## config.mk

```make
export PLATFORM = sky130hd
export DESIGN_NAME = les_top
export DESIGN_NICKNAME = d
export VERILOG_FILES = /design/src/les_pkg.sv /design/src/les_top.sv
export VERILOG_INCLUDE_DIRS = /design/src
export SDC_FILE = /design/constraint.sdc
export NUM_CORES = 2
export LEC_CHECK = 0
export BUFFER_PORTS_ARGS = -buffer_cell sky130_fd_sc_hd__buf_2
export CAP_MARGIN = 10
export CORE_AREA = 10 10 413 415
export DETAILED_ROUTE_END_ITERATION = 6
export DIE_AREA = 0 0 423 425
export PLACE_DENSITY = 0.56
export SLEW_MARGIN = 20
export SYNTH_ARGS = -nofsm -noshare
export SYNTH_HDL_FRONTEND = slang
export SYNTH_SLANG_ARGS = --single-unit
```

## constraint.sdc

```tcl
create_clock -name i_clock -period 31.2 [get_ports i_clock]
set_input_delay 3.12 -clock i_clock [delete_from_list [all_inputs] [get_ports i_clock]]
set_output_delay 3.12 -clock i_clock [all_outputs]
set_load 0.005 [all_outputs]
```

## src/les_cfg.svh

```systemverilog
// constants for the line exposure sequencer: widths, offsets, fields, timing
`ifndef LES_CFG_SVH
`define LES_CFG_SVH

// ==========================================================
// widths
`define LES_CW 18
`define LES_AW 8
`define LES_GW 8
`define LES_ROWS 4

// ==========================================================
// timing, in printed units, and clock rate
`define LES_CLK_MHZ 125
`define LES_TIMED_MAX_US 1500
`define LES_SEQ_MAX_NS 45480
`define LES_GAP_NS 830
`define LES_BLANK_LINES 4'h8
`define LES_MAX_SHIFT 3'h7

// ==========================================================
// register byte addresses, then row group numbers taken from address bits 7:4
`define LES_A_CTRL 8'h00
`define LES_A_PERIOD 8'h04
`define LES_A_POSTPONE 8'h08
`define LES_A_STROBE_CFG 8'h0c
`define LES_A_SYS_GAIN 8'h10
`define LES_A_STATUS 8'h14
`define LES_G_EXPO 4'h2
`define LES_G_DELAY 4'h3
`define LES_G_GAIN 4'h4
`define LES_G_LEAD 4'h5
`define LES_G_LENGTH 4'h6

// ==========================================================
// control register fields
`define LES_C_SEQ 0
`define LES_C_EXT 1
`define LES_C_EDGE 3:2
`define LES_C_RATE_PRI 4
`define LES_C_PER_ROW 5
`define LES_C_STAGES 7:6
`define LES_STAGES_ONE 2'h1

// ==========================================================
// reset values
`define LES_RST_CTRL 8'h40
`define LES_RST_PERIOD 18'h03e80
`define LES_RST_EXPO 18'h00400

`endif

```

## src/les_pkg.sv

```systemverilog
// types shared by the line exposure sequencer
package les_pkg;
`include "les_cfg.svh"

	typedef logic [`LES_CW-1:0] les_cnt_t;

	typedef enum logic [1:0] {LES_EDGE_RISE, LES_EDGE_FALL, LES_EDGE_ANY} les_edge_e;

	typedef enum logic [2:0] {LES_IDLE, LES_POSTPONE, LES_TIMED, LES_SEQ_DELAY,
		LES_SEQ_EXPO} les_phase_e;

	typedef enum logic [1:0] {LES_STB_IDLE, LES_STB_LEAD, LES_STB_ON} les_stb_e;

	typedef struct packed {
		logic [7:0] ctrl;
		les_cnt_t period;
		les_cnt_t postpone;
		logic [7:0] strobe_cfg;
		logic [`LES_GW-1:0] sys_gain;
		logic [`LES_ROWS-1:0][`LES_CW-1:0] expo;
		logic [`LES_ROWS-1:0][`LES_CW-1:0] delay;
		logic [`LES_ROWS-1:0][`LES_GW-1:0] gain;
		logic [`LES_ROWS-1:0][`LES_CW-1:0] lead;
		logic [`LES_ROWS-1:0][`LES_CW-1:0] length;
		logic [31:0] rdata;
		logic [2:0] sync;
		les_phase_e phase;
		les_cnt_t cnt;
		logic [1:0] row;
		les_cnt_t since;
		les_cnt_t timer;
		logic [3:0] blank;
		logic line_valid;
		logic readout;
		logic [`LES_ROWS-1:0] expose;
		logic [`LES_ROWS-1:0][`LES_CW-1:0] stb_cnt;
		logic [`LES_ROWS-1:0][1:0] stb_ph;
		logic [`LES_ROWS-1:0] strobe;
	} les_state_s;
endpackage

```

## src/les_top.sv

```systemverilog
// line exposure sequencer: trigger, row exposure timing, strobes, gains
//
// Overview of operation
// timed scheme starts exposure at accepted trigger
// shorter rows start later, all end together
// timed row exposure capped at 1500 us
// timed minimum period is longest exposure plus 0.83us
// internal timer slows to respect minimum period
// faster internal rate shortens exposures, ratios kept
// external trigger rate limited by exposure time
// sequential scheme exposes rows 0 to 3
// each row after the first has its own pre-exposure delay
// sequential delay and exposure capped at 45.48us
// sequential period at least sum of delays, exposures
// exposure changes blank line valid for eight lines
// row delay writable only in sequential scheme
// exposure set per row or common to all
// two or three summed stages force equal exposure
// trigger goes to sensor and every strobe
// trigger postpone delays sensor, not strobes
// row delay follows previous row, not first row
// sequential row exposures never overlap
// strobe has lead, length and polarity flip
// no line rate jitter in sequential scheme
// per-row gains plus one common system gain
// external trigger on rising, falling or both edges
// strobe timing counted from the accepted trigger
`timescale 1ns/1ns
`include "les_cfg.svh"

module les_top #(
	parameter les_pkg::les_cnt_t TIMED_MAX_CYC =
		les_pkg::les_cnt_t'(`LES_TIMED_MAX_US * `LES_CLK_MHZ),
	parameter les_pkg::les_cnt_t SEQ_MAX_CYC =
		les_pkg::les_cnt_t'(`LES_SEQ_MAX_NS * `LES_CLK_MHZ / 1000)
) (
	// clock and reset
	input wire logic i_clock,
	input wire logic i_rst,
	// register port
	input wire logic [`LES_AW-1:0] i_addr,
	input wire logic [31:0] i_wdata,
	input wire logic i_wr,
	input wire logic i_rd,
	output logic [31:0] o_rdata,
	// external trigger pin
	input wire logic i_trigger_pin,
	// sensor side
	output logic [`LES_ROWS-1:0] o_row_expose,
	output logic o_readout,
	output logic o_line_valid,
	output logic [`LES_ROWS*`LES_GW-1:0] o_row_gain,
	output logic [`LES_GW-1:0] o_system_gain,
	// strobe lighting
	output logic [`LES_ROWS-1:0] o_strobe
);

	localparam les_pkg::les_cnt_t GAP_CYC =
		les_pkg::les_cnt_t'((`LES_GAP_NS * `LES_CLK_MHZ + 999) / 1000);

	les_pkg::les_state_s st;
	les_pkg::les_state_s next_st;

	// ==========================================================
	// helpers
	function automatic les_pkg::les_cnt_t cap(input les_pkg::les_cnt_t v,
		input les_pkg::les_cnt_t lim);
		cap = (v > lim) ? lim : v;
	endfunction

	function automatic logic [1:0] reg_row(input logic [`LES_AW-1:0] a);
		reg_row = a[3:2];
	endfunction

	function automatic logic [3:0] reg_group(input logic [`LES_AW-1:0] a);
		reg_group = a[7:4];
	endfunction

	// ==========================================================
	// effective exposure, delays and line period
	logic seq;
	logic [`LES_ROWS-1:0][`LES_CW-1:0] eff;
	logic [`LES_ROWS-1:0][`LES_CW-1:0] dly;
	les_pkg::les_cnt_t max_raw;
	les_pkg::les_cnt_t max_eff;
	les_pkg::les_cnt_t min_per;
	les_pkg::les_cnt_t eff_period;
	logic [2:0] shift;
	logic [`LES_ROWS-1:0][`LES_CW-1:0] raw;

	always_comb begin
		seq = st.ctrl[`LES_C_SEQ];
		max_raw = '0;
		for (int r = 0; r < `LES_ROWS; r++) begin
			// any stage setting other than one overrides the per-row choice
			raw[r] = (st.ctrl[`LES_C_STAGES] == `LES_STAGES_ONE) ? st.expo[r] : st.expo[0];
			raw[r] = cap(raw[r], seq ? SEQ_MAX_CYC : TIMED_MAX_CYC);
			dly[r] = (r == 0) ? '0 : cap(st.delay[r], SEQ_MAX_CYC);
			if (raw[r] > max_raw) begin
				max_raw = raw[r];
			end
		end
		// power-of-two scaling divides every row by one factor without a divider; low bits truncate
		shift = '0;
		if (!seq && !st.ctrl[`LES_C_EXT] && st.ctrl[`LES_C_RATE_PRI]) begin
			shift = `LES_MAX_SHIFT;
			for (int k = 7; k >= 0; k--) begin
				if ((max_raw >> k) + GAP_CYC <= st.period) begin
					shift = 3'(k);
				end
			end
		end
		max_eff = max_raw >> shift;
		for (int r = 0; r < `LES_ROWS; r++) begin
			eff[r] = raw[r] >> shift;
		end
		if (seq) begin
			min_per = '0;
			for (int r = 0; r < `LES_ROWS; r++) begin
				min_per = min_per + eff[r] + dly[r];
			end
		end else begin
			min_per = max_eff + GAP_CYC;
		end
		eff_period = (st.period < min_per) ? min_per : st.period;
	end

	// ==========================================================
	// trigger acceptance
	logic edge_hit;
	logic fire;
	logic accept;

	always_comb begin
		case (les_pkg::les_edge_e'(st.ctrl[`LES_C_EDGE]))
			les_pkg::LES_EDGE_RISE: edge_hit = st.sync[1] & ~st.sync[2];
			les_pkg::LES_EDGE_FALL: edge_hit = ~st.sync[1] & st.sync[2];
			default: edge_hit = st.sync[1] ^ st.sync[2];
		endcase
		if (st.ctrl[`LES_C_EXT]) begin
			// one spare bit so a saturated since count cannot wrap to zero
			fire = edge_hit && ({1'b0, st.since} + 19'h00001 >= {1'b0, min_per});
		end else begin
			fire = ({1'b0, st.timer} + 19'h00001 >= {1'b0, eff_period});
		end
		accept = fire && (st.phase == les_pkg::LES_IDLE);
	end

	// ==========================================================
	// next state
	always_comb begin
		next_st = st;
		next_st.readout = 1'b0;
		next_st.line_valid = 1'b0;
		next_st.sync = {st.sync[1:0], i_trigger_pin};
		if (~&st.since) begin
			next_st.since = st.since + 1'b1;
		end
		next_st.timer = fire ? '0 : st.timer + 1'b1;
		if (accept) begin
			next_st.since = '0;
		end

		// sensor sequence
		case (st.phase)
			les_pkg::LES_IDLE: begin
				if (accept) begin
					next_st.phase = les_pkg::LES_POSTPONE;
					next_st.cnt = st.postpone;
				end
			end
			les_pkg::LES_POSTPONE: begin
				if (st.cnt == '0) begin
					next_st.row = '0;
					if (seq) begin
						next_st.phase = les_pkg::LES_SEQ_EXPO;
						next_st.cnt = eff[0];
					end else begin
						next_st.phase = les_pkg::LES_TIMED;
						next_st.cnt = max_eff;
					end
				end else begin
					next_st.cnt = st.cnt - 1'b1;
				end
			end
			les_pkg::LES_TIMED: begin
				if (st.cnt <= 18'h00001) begin
					next_st.phase = les_pkg::LES_IDLE;
					next_st.cnt = '0;
					next_st.readout = 1'b1;
				end else begin
					next_st.cnt = st.cnt - 1'b1;
				end
			end
			les_pkg::LES_SEQ_DELAY: begin
				if (st.cnt <= 18'h00001) begin
					next_st.phase = les_pkg::LES_SEQ_EXPO;
					next_st.cnt = eff[st.row];
				end else begin
					next_st.cnt = st.cnt - 1'b1;
				end
			end
			les_pkg::LES_SEQ_EXPO: begin
				if (st.cnt > 18'h00001) begin
					next_st.cnt = st.cnt - 1'b1;
				end else if (st.row == 2'h3) begin
					next_st.phase = les_pkg::LES_IDLE;
					next_st.cnt = '0;
					next_st.readout = 1'b1;
				end else begin
					// the next row starts only after this one ends
					next_st.row = st.row + 1'b1;
					if (dly[st.row + 1'b1] == '0) begin
						next_st.cnt = eff[st.row + 1'b1];
					end else begin
						next_st.phase = les_pkg::LES_SEQ_DELAY;
						next_st.cnt = dly[st.row + 1'b1];
					end
				end
			end
			default: begin
				next_st.phase = les_pkg::LES_IDLE;
			end
		endcase

		for (int r = 0; r < `LES_ROWS; r++) begin
			if (next_st.phase == les_pkg::LES_TIMED) begin
				// shorter rows stay in reset until their window opens
				next_st.expose[r] = (next_st.cnt != '0) && (next_st.cnt <= eff[r]);
			end else begin
				next_st.expose[r] = (next_st.phase == les_pkg::LES_SEQ_EXPO) &&
					(next_st.row == 2'(r));
			end
		end

		if (next_st.readout) begin
			next_st.line_valid = (st.blank == '0);
			if (st.blank != '0) begin
				next_st.blank = st.blank - 1'b1;
			end
		end

		// strobes run from the trigger itself, ahead of the postpone
		for (int s = 0; s < `LES_ROWS; s++) begin
			case (les_pkg::les_stb_e'(st.stb_ph[s]))
				les_pkg::LES_STB_LEAD: begin
					if (st.stb_cnt[s] == '0) begin
						next_st.stb_ph[s] = (st.length[s] == '0) ? 2'(les_pkg::LES_STB_IDLE) :
							2'(les_pkg::LES_STB_ON);
						next_st.stb_cnt[s] = st.length[s];
					end else begin
						next_st.stb_cnt[s] = st.stb_cnt[s] - 1'b1;
					end
				end
				les_pkg::LES_STB_ON: begin
					if (st.stb_cnt[s] <= 18'h00001) begin
						next_st.stb_ph[s] = 2'(les_pkg::LES_STB_IDLE);
					end
					next_st.stb_cnt[s] = st.stb_cnt[s] - 1'b1;
				end
				default: begin
					next_st.stb_ph[s] = 2'(les_pkg::LES_STB_IDLE);
				end
			endcase
			if (accept && st.strobe_cfg[4 + s]) begin
				next_st.stb_ph[s] = 2'(les_pkg::LES_STB_LEAD);
				next_st.stb_cnt[s] = st.lead[s];
			end
			next_st.strobe[s] = (next_st.stb_ph[s] == 2'(les_pkg::LES_STB_ON)) ^
				st.strobe_cfg[s];
		end

		// register writes; a blanking restart wins over the readout decrement
		if (i_wr) begin
			case (i_addr)
				`LES_A_CTRL: begin
					next_st.ctrl = i_wdata[7:0];
					next_st.blank = `LES_BLANK_LINES;
				end
				`LES_A_PERIOD: next_st.period = i_wdata[`LES_CW-1:0];
				`LES_A_POSTPONE: next_st.postpone = i_wdata[`LES_CW-1:0];
				`LES_A_STROBE_CFG: next_st.strobe_cfg = i_wdata[7:0];
				`LES_A_SYS_GAIN: next_st.sys_gain = i_wdata[`LES_GW-1:0];
				default: begin
					case (reg_group(i_addr))
						`LES_G_EXPO: begin
							for (int r = 0; r < `LES_ROWS; r++) begin
								if (st.ctrl[`LES_C_PER_ROW] ? (reg_row(i_addr) == 2'(r)) : 1'b1) begin
									next_st.expo[r] = i_wdata[`LES_CW-1:0];
								end
							end
							next_st.blank = `LES_BLANK_LINES;
						end
						`LES_G_DELAY: begin
							if (seq) begin
								next_st.delay[reg_row(i_addr)] = i_wdata[`LES_CW-1:0];
								next_st.blank = `LES_BLANK_LINES;
							end
						end
						`LES_G_GAIN: next_st.gain[reg_row(i_addr)] = i_wdata[`LES_GW-1:0];
						`LES_G_LEAD: next_st.lead[reg_row(i_addr)] = i_wdata[`LES_CW-1:0];
						`LES_G_LENGTH: next_st.length[reg_row(i_addr)] = i_wdata[`LES_CW-1:0];
						default: ;
					endcase
				end
			endcase
		end

		// reads answer next cycle; unmapped addresses read zero
		next_st.rdata = '0;
		if (i_rd) begin
			case (i_addr)
				`LES_A_CTRL: next_st.rdata = {24'h000000, st.ctrl};
				`LES_A_PERIOD: next_st.rdata = {14'h0000, st.period};
				`LES_A_POSTPONE: next_st.rdata = {14'h0000, st.postpone};
				`LES_A_STROBE_CFG: next_st.rdata = {24'h000000, st.strobe_cfg};
				`LES_A_SYS_GAIN: next_st.rdata = {24'h000000, st.sys_gain};
				`LES_A_STATUS: next_st.rdata = {2'h0, st.expose, 1'b0, st.phase, st.blank,
					min_per[`LES_CW-1:0]};
				default: begin
					case (reg_group(i_addr))
						`LES_G_EXPO: next_st.rdata = {14'h0000, st.expo[reg_row(i_addr)]};
						`LES_G_DELAY: next_st.rdata = {14'h0000, st.delay[reg_row(i_addr)]};
						`LES_G_GAIN: next_st.rdata = {24'h000000, st.gain[reg_row(i_addr)]};
						`LES_G_LEAD: next_st.rdata = {14'h0000, st.lead[reg_row(i_addr)]};
						`LES_G_LENGTH: next_st.rdata = {14'h0000, st.length[reg_row(i_addr)]};
						default: next_st.rdata = '0;
					endcase
				end
			endcase
		end
	end

	// ==========================================================
	// state register
	always_ff @(posedge i_clock or posedge i_rst) begin
		if (i_rst) begin
			st <= '0;
			st.ctrl <= `LES_RST_CTRL;
			st.period <= `LES_RST_PERIOD;
			st.expo <= {`LES_ROWS{`LES_RST_EXPO}};
			st.phase <= les_pkg::LES_IDLE;
		end else begin
			st <= next_st;
		end
	end

	assign o_rdata = st.rdata;
	assign o_row_expose = st.expose;
	assign o_readout = st.readout;
	assign o_line_valid = st.line_valid;
	assign o_row_gain = st.gain;
	assign o_system_gain = st.sys_gain;
	assign o_strobe = st.strobe;
endmodule

```

# [Word level (Yosys, flattened, before mapping)]
# Index checks and enable logic that the tools add are counted.
# Widths: inputs -> output; s select.
[classes] addsub=25 n_mul=0 n_div=0 order_cmp=35 n_eq_ne=38 shift=5 mux=126 bitwise=10 n_reduce_logical=57
[op_table] operator="$mux 18" n=41
[op_table] operator="$bmux 18 s2" n=7
[op_table] operator="$bwmux 72" n=3
[op_table] operator="$logic_not 18->1" n=10
[op_table] operator="$pmux 18 s5" n=2
[op_table] operator="$pmux 30 s6" n=1
[op_table] operator="$pmux 18 s2" n=4
[op_table] operator="$gt 18x18->1" n=7
[op_table] operator="$add 18x18->18" n=6
[op_table] operator="$le 18x18->1" n=6
[op_table] operator="$le 18x1->1 const B" n=5
[op_table] operator="$shr 18x3->18" n=5
[op_table] operator="$sub 18x1->18 const B" n=5
[op_table] operator="$mux 21" n=3
[op_table] operator="$gt 18x13->1 const B" n=3
[op_table] operator="$mux 2" n=20
[op_table] operator="$add 18x1->19 const B" n=2
[op_table] operator="$ge 19x18->1" n=2
[op_table] operator="$add 18x1->18 const B" n=2
[op_table] operator="$add 18x7->18 const B" n=2
[op_table] operator="$demux 18 s2" n=1
[op_table] operator="$gt 18x1->1 const B" n=2
[op_table] operator="$mux 3" n=11
[op_table] operator="$bwmux 32" n=1
[op_table] operator="other kinds (56)" n=145
[word_totals] ff_bits=568 latchBits=0 ramBits=0 rom_bits=0 inputBits=45 out_inout_bits=82 elab_cells=341 mem_count=0

# [Depth between registers and ports, before layout]
[depth] depth_word=39 mapped_depth=145 depth_no_buf=129

# [Least setup slack after synthesis]
# Ideal clock, no wire load.
[synth_timing] path_kind="register to register" startpoint="reg st[566] (netlist name)" endpoint="reg st, in the netlist o_row_expose[3]" setup_time_ns=0.101 arrival_time_ns=25.701 required_ns=31.099 setup_slack_ns=5.398 path_stages_with_launch=138 path_buffers=18 synth_period_minus_slack_ns=25.802 path_cell_list="dfstp_2 buf_4 nor2b_4 buf_4 clkbuf_1 clkbuf_1 buf_1 clkbuf_1 a21oi_1 ha_1 nand3_1 or4_4 a31oi_4 clkbuf_1 nand3_1 ha_1 a21oi_1 o21ai_0 [102 not listed] nor2_1 ha_1 nor2b_1 o21a_1 o21a_1 o21ai_0 nand2b_1 a21oi_1 nor2_1 a211oi_1 o21ai_0 a21oi_1 nor2b_1 o21ai_0 nand2b_1 a21oi_1 a21oi_1 o32ai_1"
[synth_rtl] element="start, declared" line="les_top.sv:61" source="les_pkg::les_state_s st;"
[synth_rtl] element="start signal, assigned" line="les_top.sv:344" source="st <= next_st;"

==> results.py <==
metrics = {
    "synth": {
        "yosys.area.top_type": "dfrtp_1",
        "synth.avg_cell_area_sq_um": 9.07,
        "ys_async_sr_fraction": 1.00,
        "yosysSeqAreaShare": 0.283,
        "ys.warnings.count": 0,
        "syn-cell-area_sq_mm": 0.0500,
        "synthCells": 5514,
        "synth_top_area_share": 0.277,
        "synthTopCellsByArea": "dfrtp_1, mux2_2, ha_1",
        "ys_seq_elements": 565,
        "yosysUniqueCellTypes": 115,
        "synth_flop_cell": "dfrtp_1",
        "synth_edf_count": 0,
    },
    "routing": {
        "wl_um": 227000,
        "route.detailed.wl_per_inst_um": 29.0,
        "dr.pass1.iters": 7,
        "drt_iter0_drc": 5438,
        "routed_via_density": 5.96,
        "drc": 5,
        "antenna_left": 0,
        "vias": 46676,
    },
    "finish": {
        "drive_above_1_share": 0.198,
        "nets": 6093,
        "fin_area_sq_mm": 0.0557,
        "final_common_cell": "dfrtp_1",
        "layout.cells.non_filler": 7825,
        "fill_cells": 16741,
        "synthToLayoutAreaGrowth_pct": 11.4,
        "final_cell_mix": "dfrtp_1, nand2_1, mux2_2, nor2_1, ha_1",
    },
    "run": {
        "max-cap-violations": 0,
    },
    "outcome": {
        "violations": "design-rule violations",
        "status": "finished, violations left",
    },
    "floorplan": {
        "dieArea_sq_mm": 0.180,
        "core_sq_mm": 0.162,
        "die_y_um": 425,
        "io_pins": 127,
        "start_util": 0.309,
        "chipWidth_um": 423,
        "rows": 148,
    },
    "cts": {
        "holdBufCountCts": 0,
        "cts_buffers": 55,
        "path_clk_slew_ns": 0.07,
        "htreeDepth": 2,
        "root_buffer": "clkbuf_16",
        "clock_path_buffers": 3,
        "clock_latency_ns": 0.69,
        "tritoncts": "done",
        "cts_sinks": 565,
    },
    "worst_setup_path": {
        "cp_num_buf_inv": 9,
        "end_kind": "flip-flop",
        "cp_top_family": "compound AO/OA/AOI/OAI gates",
        "path_class": "reg2reg",
        "reg2reg_depth": 124,
        "crit_fanout": 32,
        "cp-start-kind": "flip-flop",
        "crit_cells": 124,
        "cp_slowest_cell": "dfstp_2",
        "crit_top_cell": "a21oi_1",
        "arrival_ns": 30.08,
        "max_stage_delay_ns": 0.70,
        "worst_ep_required_time_ns": 31.70,
    },
    "timing": {
        "finalMaxSlewViolations": 0,
        "finalCriticalPeriod_ns": 29.57,
        "rsz0062_at_grt": "false",
        "setup_viol": 0,
        "relSlewSlack": 0.168,
        "tns_ns": 0,
        "finalHoldViolations": 0,
        "skew_ns": 0.0796,
        "fmax_ghz": 0.0338,
        "worst_pin_slew_ns": 1.23,
        "fin_crit_sh": 0.948,
    },
    "worst_hold_path": {
        "min_path_cells": 0,
        "min_path_type": "reg2reg",
    },
    "global_route": {
        "grt_max_degree": 176,
        "antenna_found_initial": 12,
        "grt_pass1_vias": 45209,
        "globalRoute.totalOverflow": 0,
        "grt_pass1_wl_um": 325000,
        "grt_usage": 0.242,
    },
    "placement": {
        "dp.final_hpwl_um": 178000,
        "place_area_sq_mm": 0.0537,
        "gp_congestion": 1.04,
        "dpl.cell_count": 7710,
        "port_buffers": 109,
    },
}
Yosys cell counts, drive strengths merged (39+ instances only):
| cell | instances |
|---|---|
| a211oi | 57 |
| a21o | 89 |
| a21oi | 365 |
| a22oi | 63 |
| a31oi | 71 |
| and2 | 47 |
| and3 | 90 |
| buf | 146 |
| clkbuf | 235 |
| dfrtp | 554 |
| fa | 82 |
| ha | 371 |
| inv | 333 |
| mux2 | 424 |
| mux2i | 162 |
| mux4 | 88 |
| nand2 | 425 |
| nand2b | 63 |
| nand3 | 109 |
| nand4 | 75 |
| nor2 | 423 |
| nor2b | 39 |
| nor3 | 109 |
| o211ai | 64 |
| o21a | 55 |
| o21ai | 290 |
| o22ai | 65 |
| xnor2 | 116 |
cell families after synthesis:
group           count (synthesis)  share of synthesized area
simple gates                 1568                      0.152
compound gates               1382                      0.181
xor+xnor                      152                     0.0266
mux                           674                      0.168
buf+inv                       715                     0.0627
fa+ha+maj                     456                      0.126
other cells                     2                   0.000150
flops                         565                      0.283
flip-flops by register name, summed over array words and instances, names as in the netlist:
name	count
seq	1
o_system_gain	8
st	483
o_row_expose	4
o_rdata	29
o_readout	1
o_strobe	4
o_row_gain	32
next_st	2
o_line_valid	1
worst paths after layout:
check / startpoint / to / slack (ns)
worst max-delay path: st[566]$_DFFE_PP1P_ / o_row_expose[0]$_DFF_PP0_ / 1.63
worst min-delay path: next_st[154]$_DFF_PP0_ / next_st[155]$_DFF_PP0_ / 0.37
worst max register to register: st[566]$_DFFE_PP1P_ / o_row_expose[0]$_DFF_PP0_ / 1.63
worst min register to register: next_st[154]$_DFF_PP0_ / next_st[155]$_DFF_PP0_ / 0.37
max in group asynchronous: i_rst / o_row_gain[15]$_DFFE_PP0P_ / 26.45
min in group asynchronous: i_rst / st[107]$_DFF_PP0_ / 2.46
final cells by class:
cell class,instances,area [sq um],share of cell area
multi-input combinational,4247,32900,0.591
sequential,565,14200,0.254
timing repair buffer,392,2730,0.0489
tap,2175,2720,0.0488
clock buffer,75,1550,0.0278
inverter,334,1270,0.0228
clock inverter,28,338,0.00606
antenna,9,22.5,0.000404
layer usage:
| layer | share of wire | global-route usage |
|---|---|---|
| met5 | 0.00030 | 0 |
| met4 | 0.075 | 0.151 |
| met3 | 0.083 | 0.0408 |
| met2 | 0.43 | 0.370 |
| met1 | 0.41 | 0.316 |
through the flow:
stage	setup slack (ns)	hold slack (ns)	utilization
4_1_cts	1.29	0.373	0.343
6_report	1.63	0.366	0.344
3_3_place_gp	1.63	0.343	0.332
3_5_place_dp	1.48	0.350	0.332
5_1_grt	0.187	0.382	0.344
2_1_floorplan	5.40	0.331	-
worst register-to-register path: cells and delay by family (launching register included):
| family | cells | cell delay, ns |
|---|---|---|
| fa+ha+maj | 13 | 4.84 |
| mux | 2 | 0.53 |
| flops | 1 | 0.70 |
| buf+inv | 9 | 1.46 |
| compound gates | 56 | 12.62 |
| simple gates | 43 | 9.10 |
| xor+xnor | 1 | 0.18 |
what timing repair did:
| action | in CTS | in global routing |
|---|---|---|
| buffers inserted | 0 | 3 |
| setup endpoints to repair | 0 | 4 |
| gates resized for setup | 0 | 9 |
Power is not shown: default switching activity piles up to over one toggle a cycle in this logic, so the estimate is an artifact.
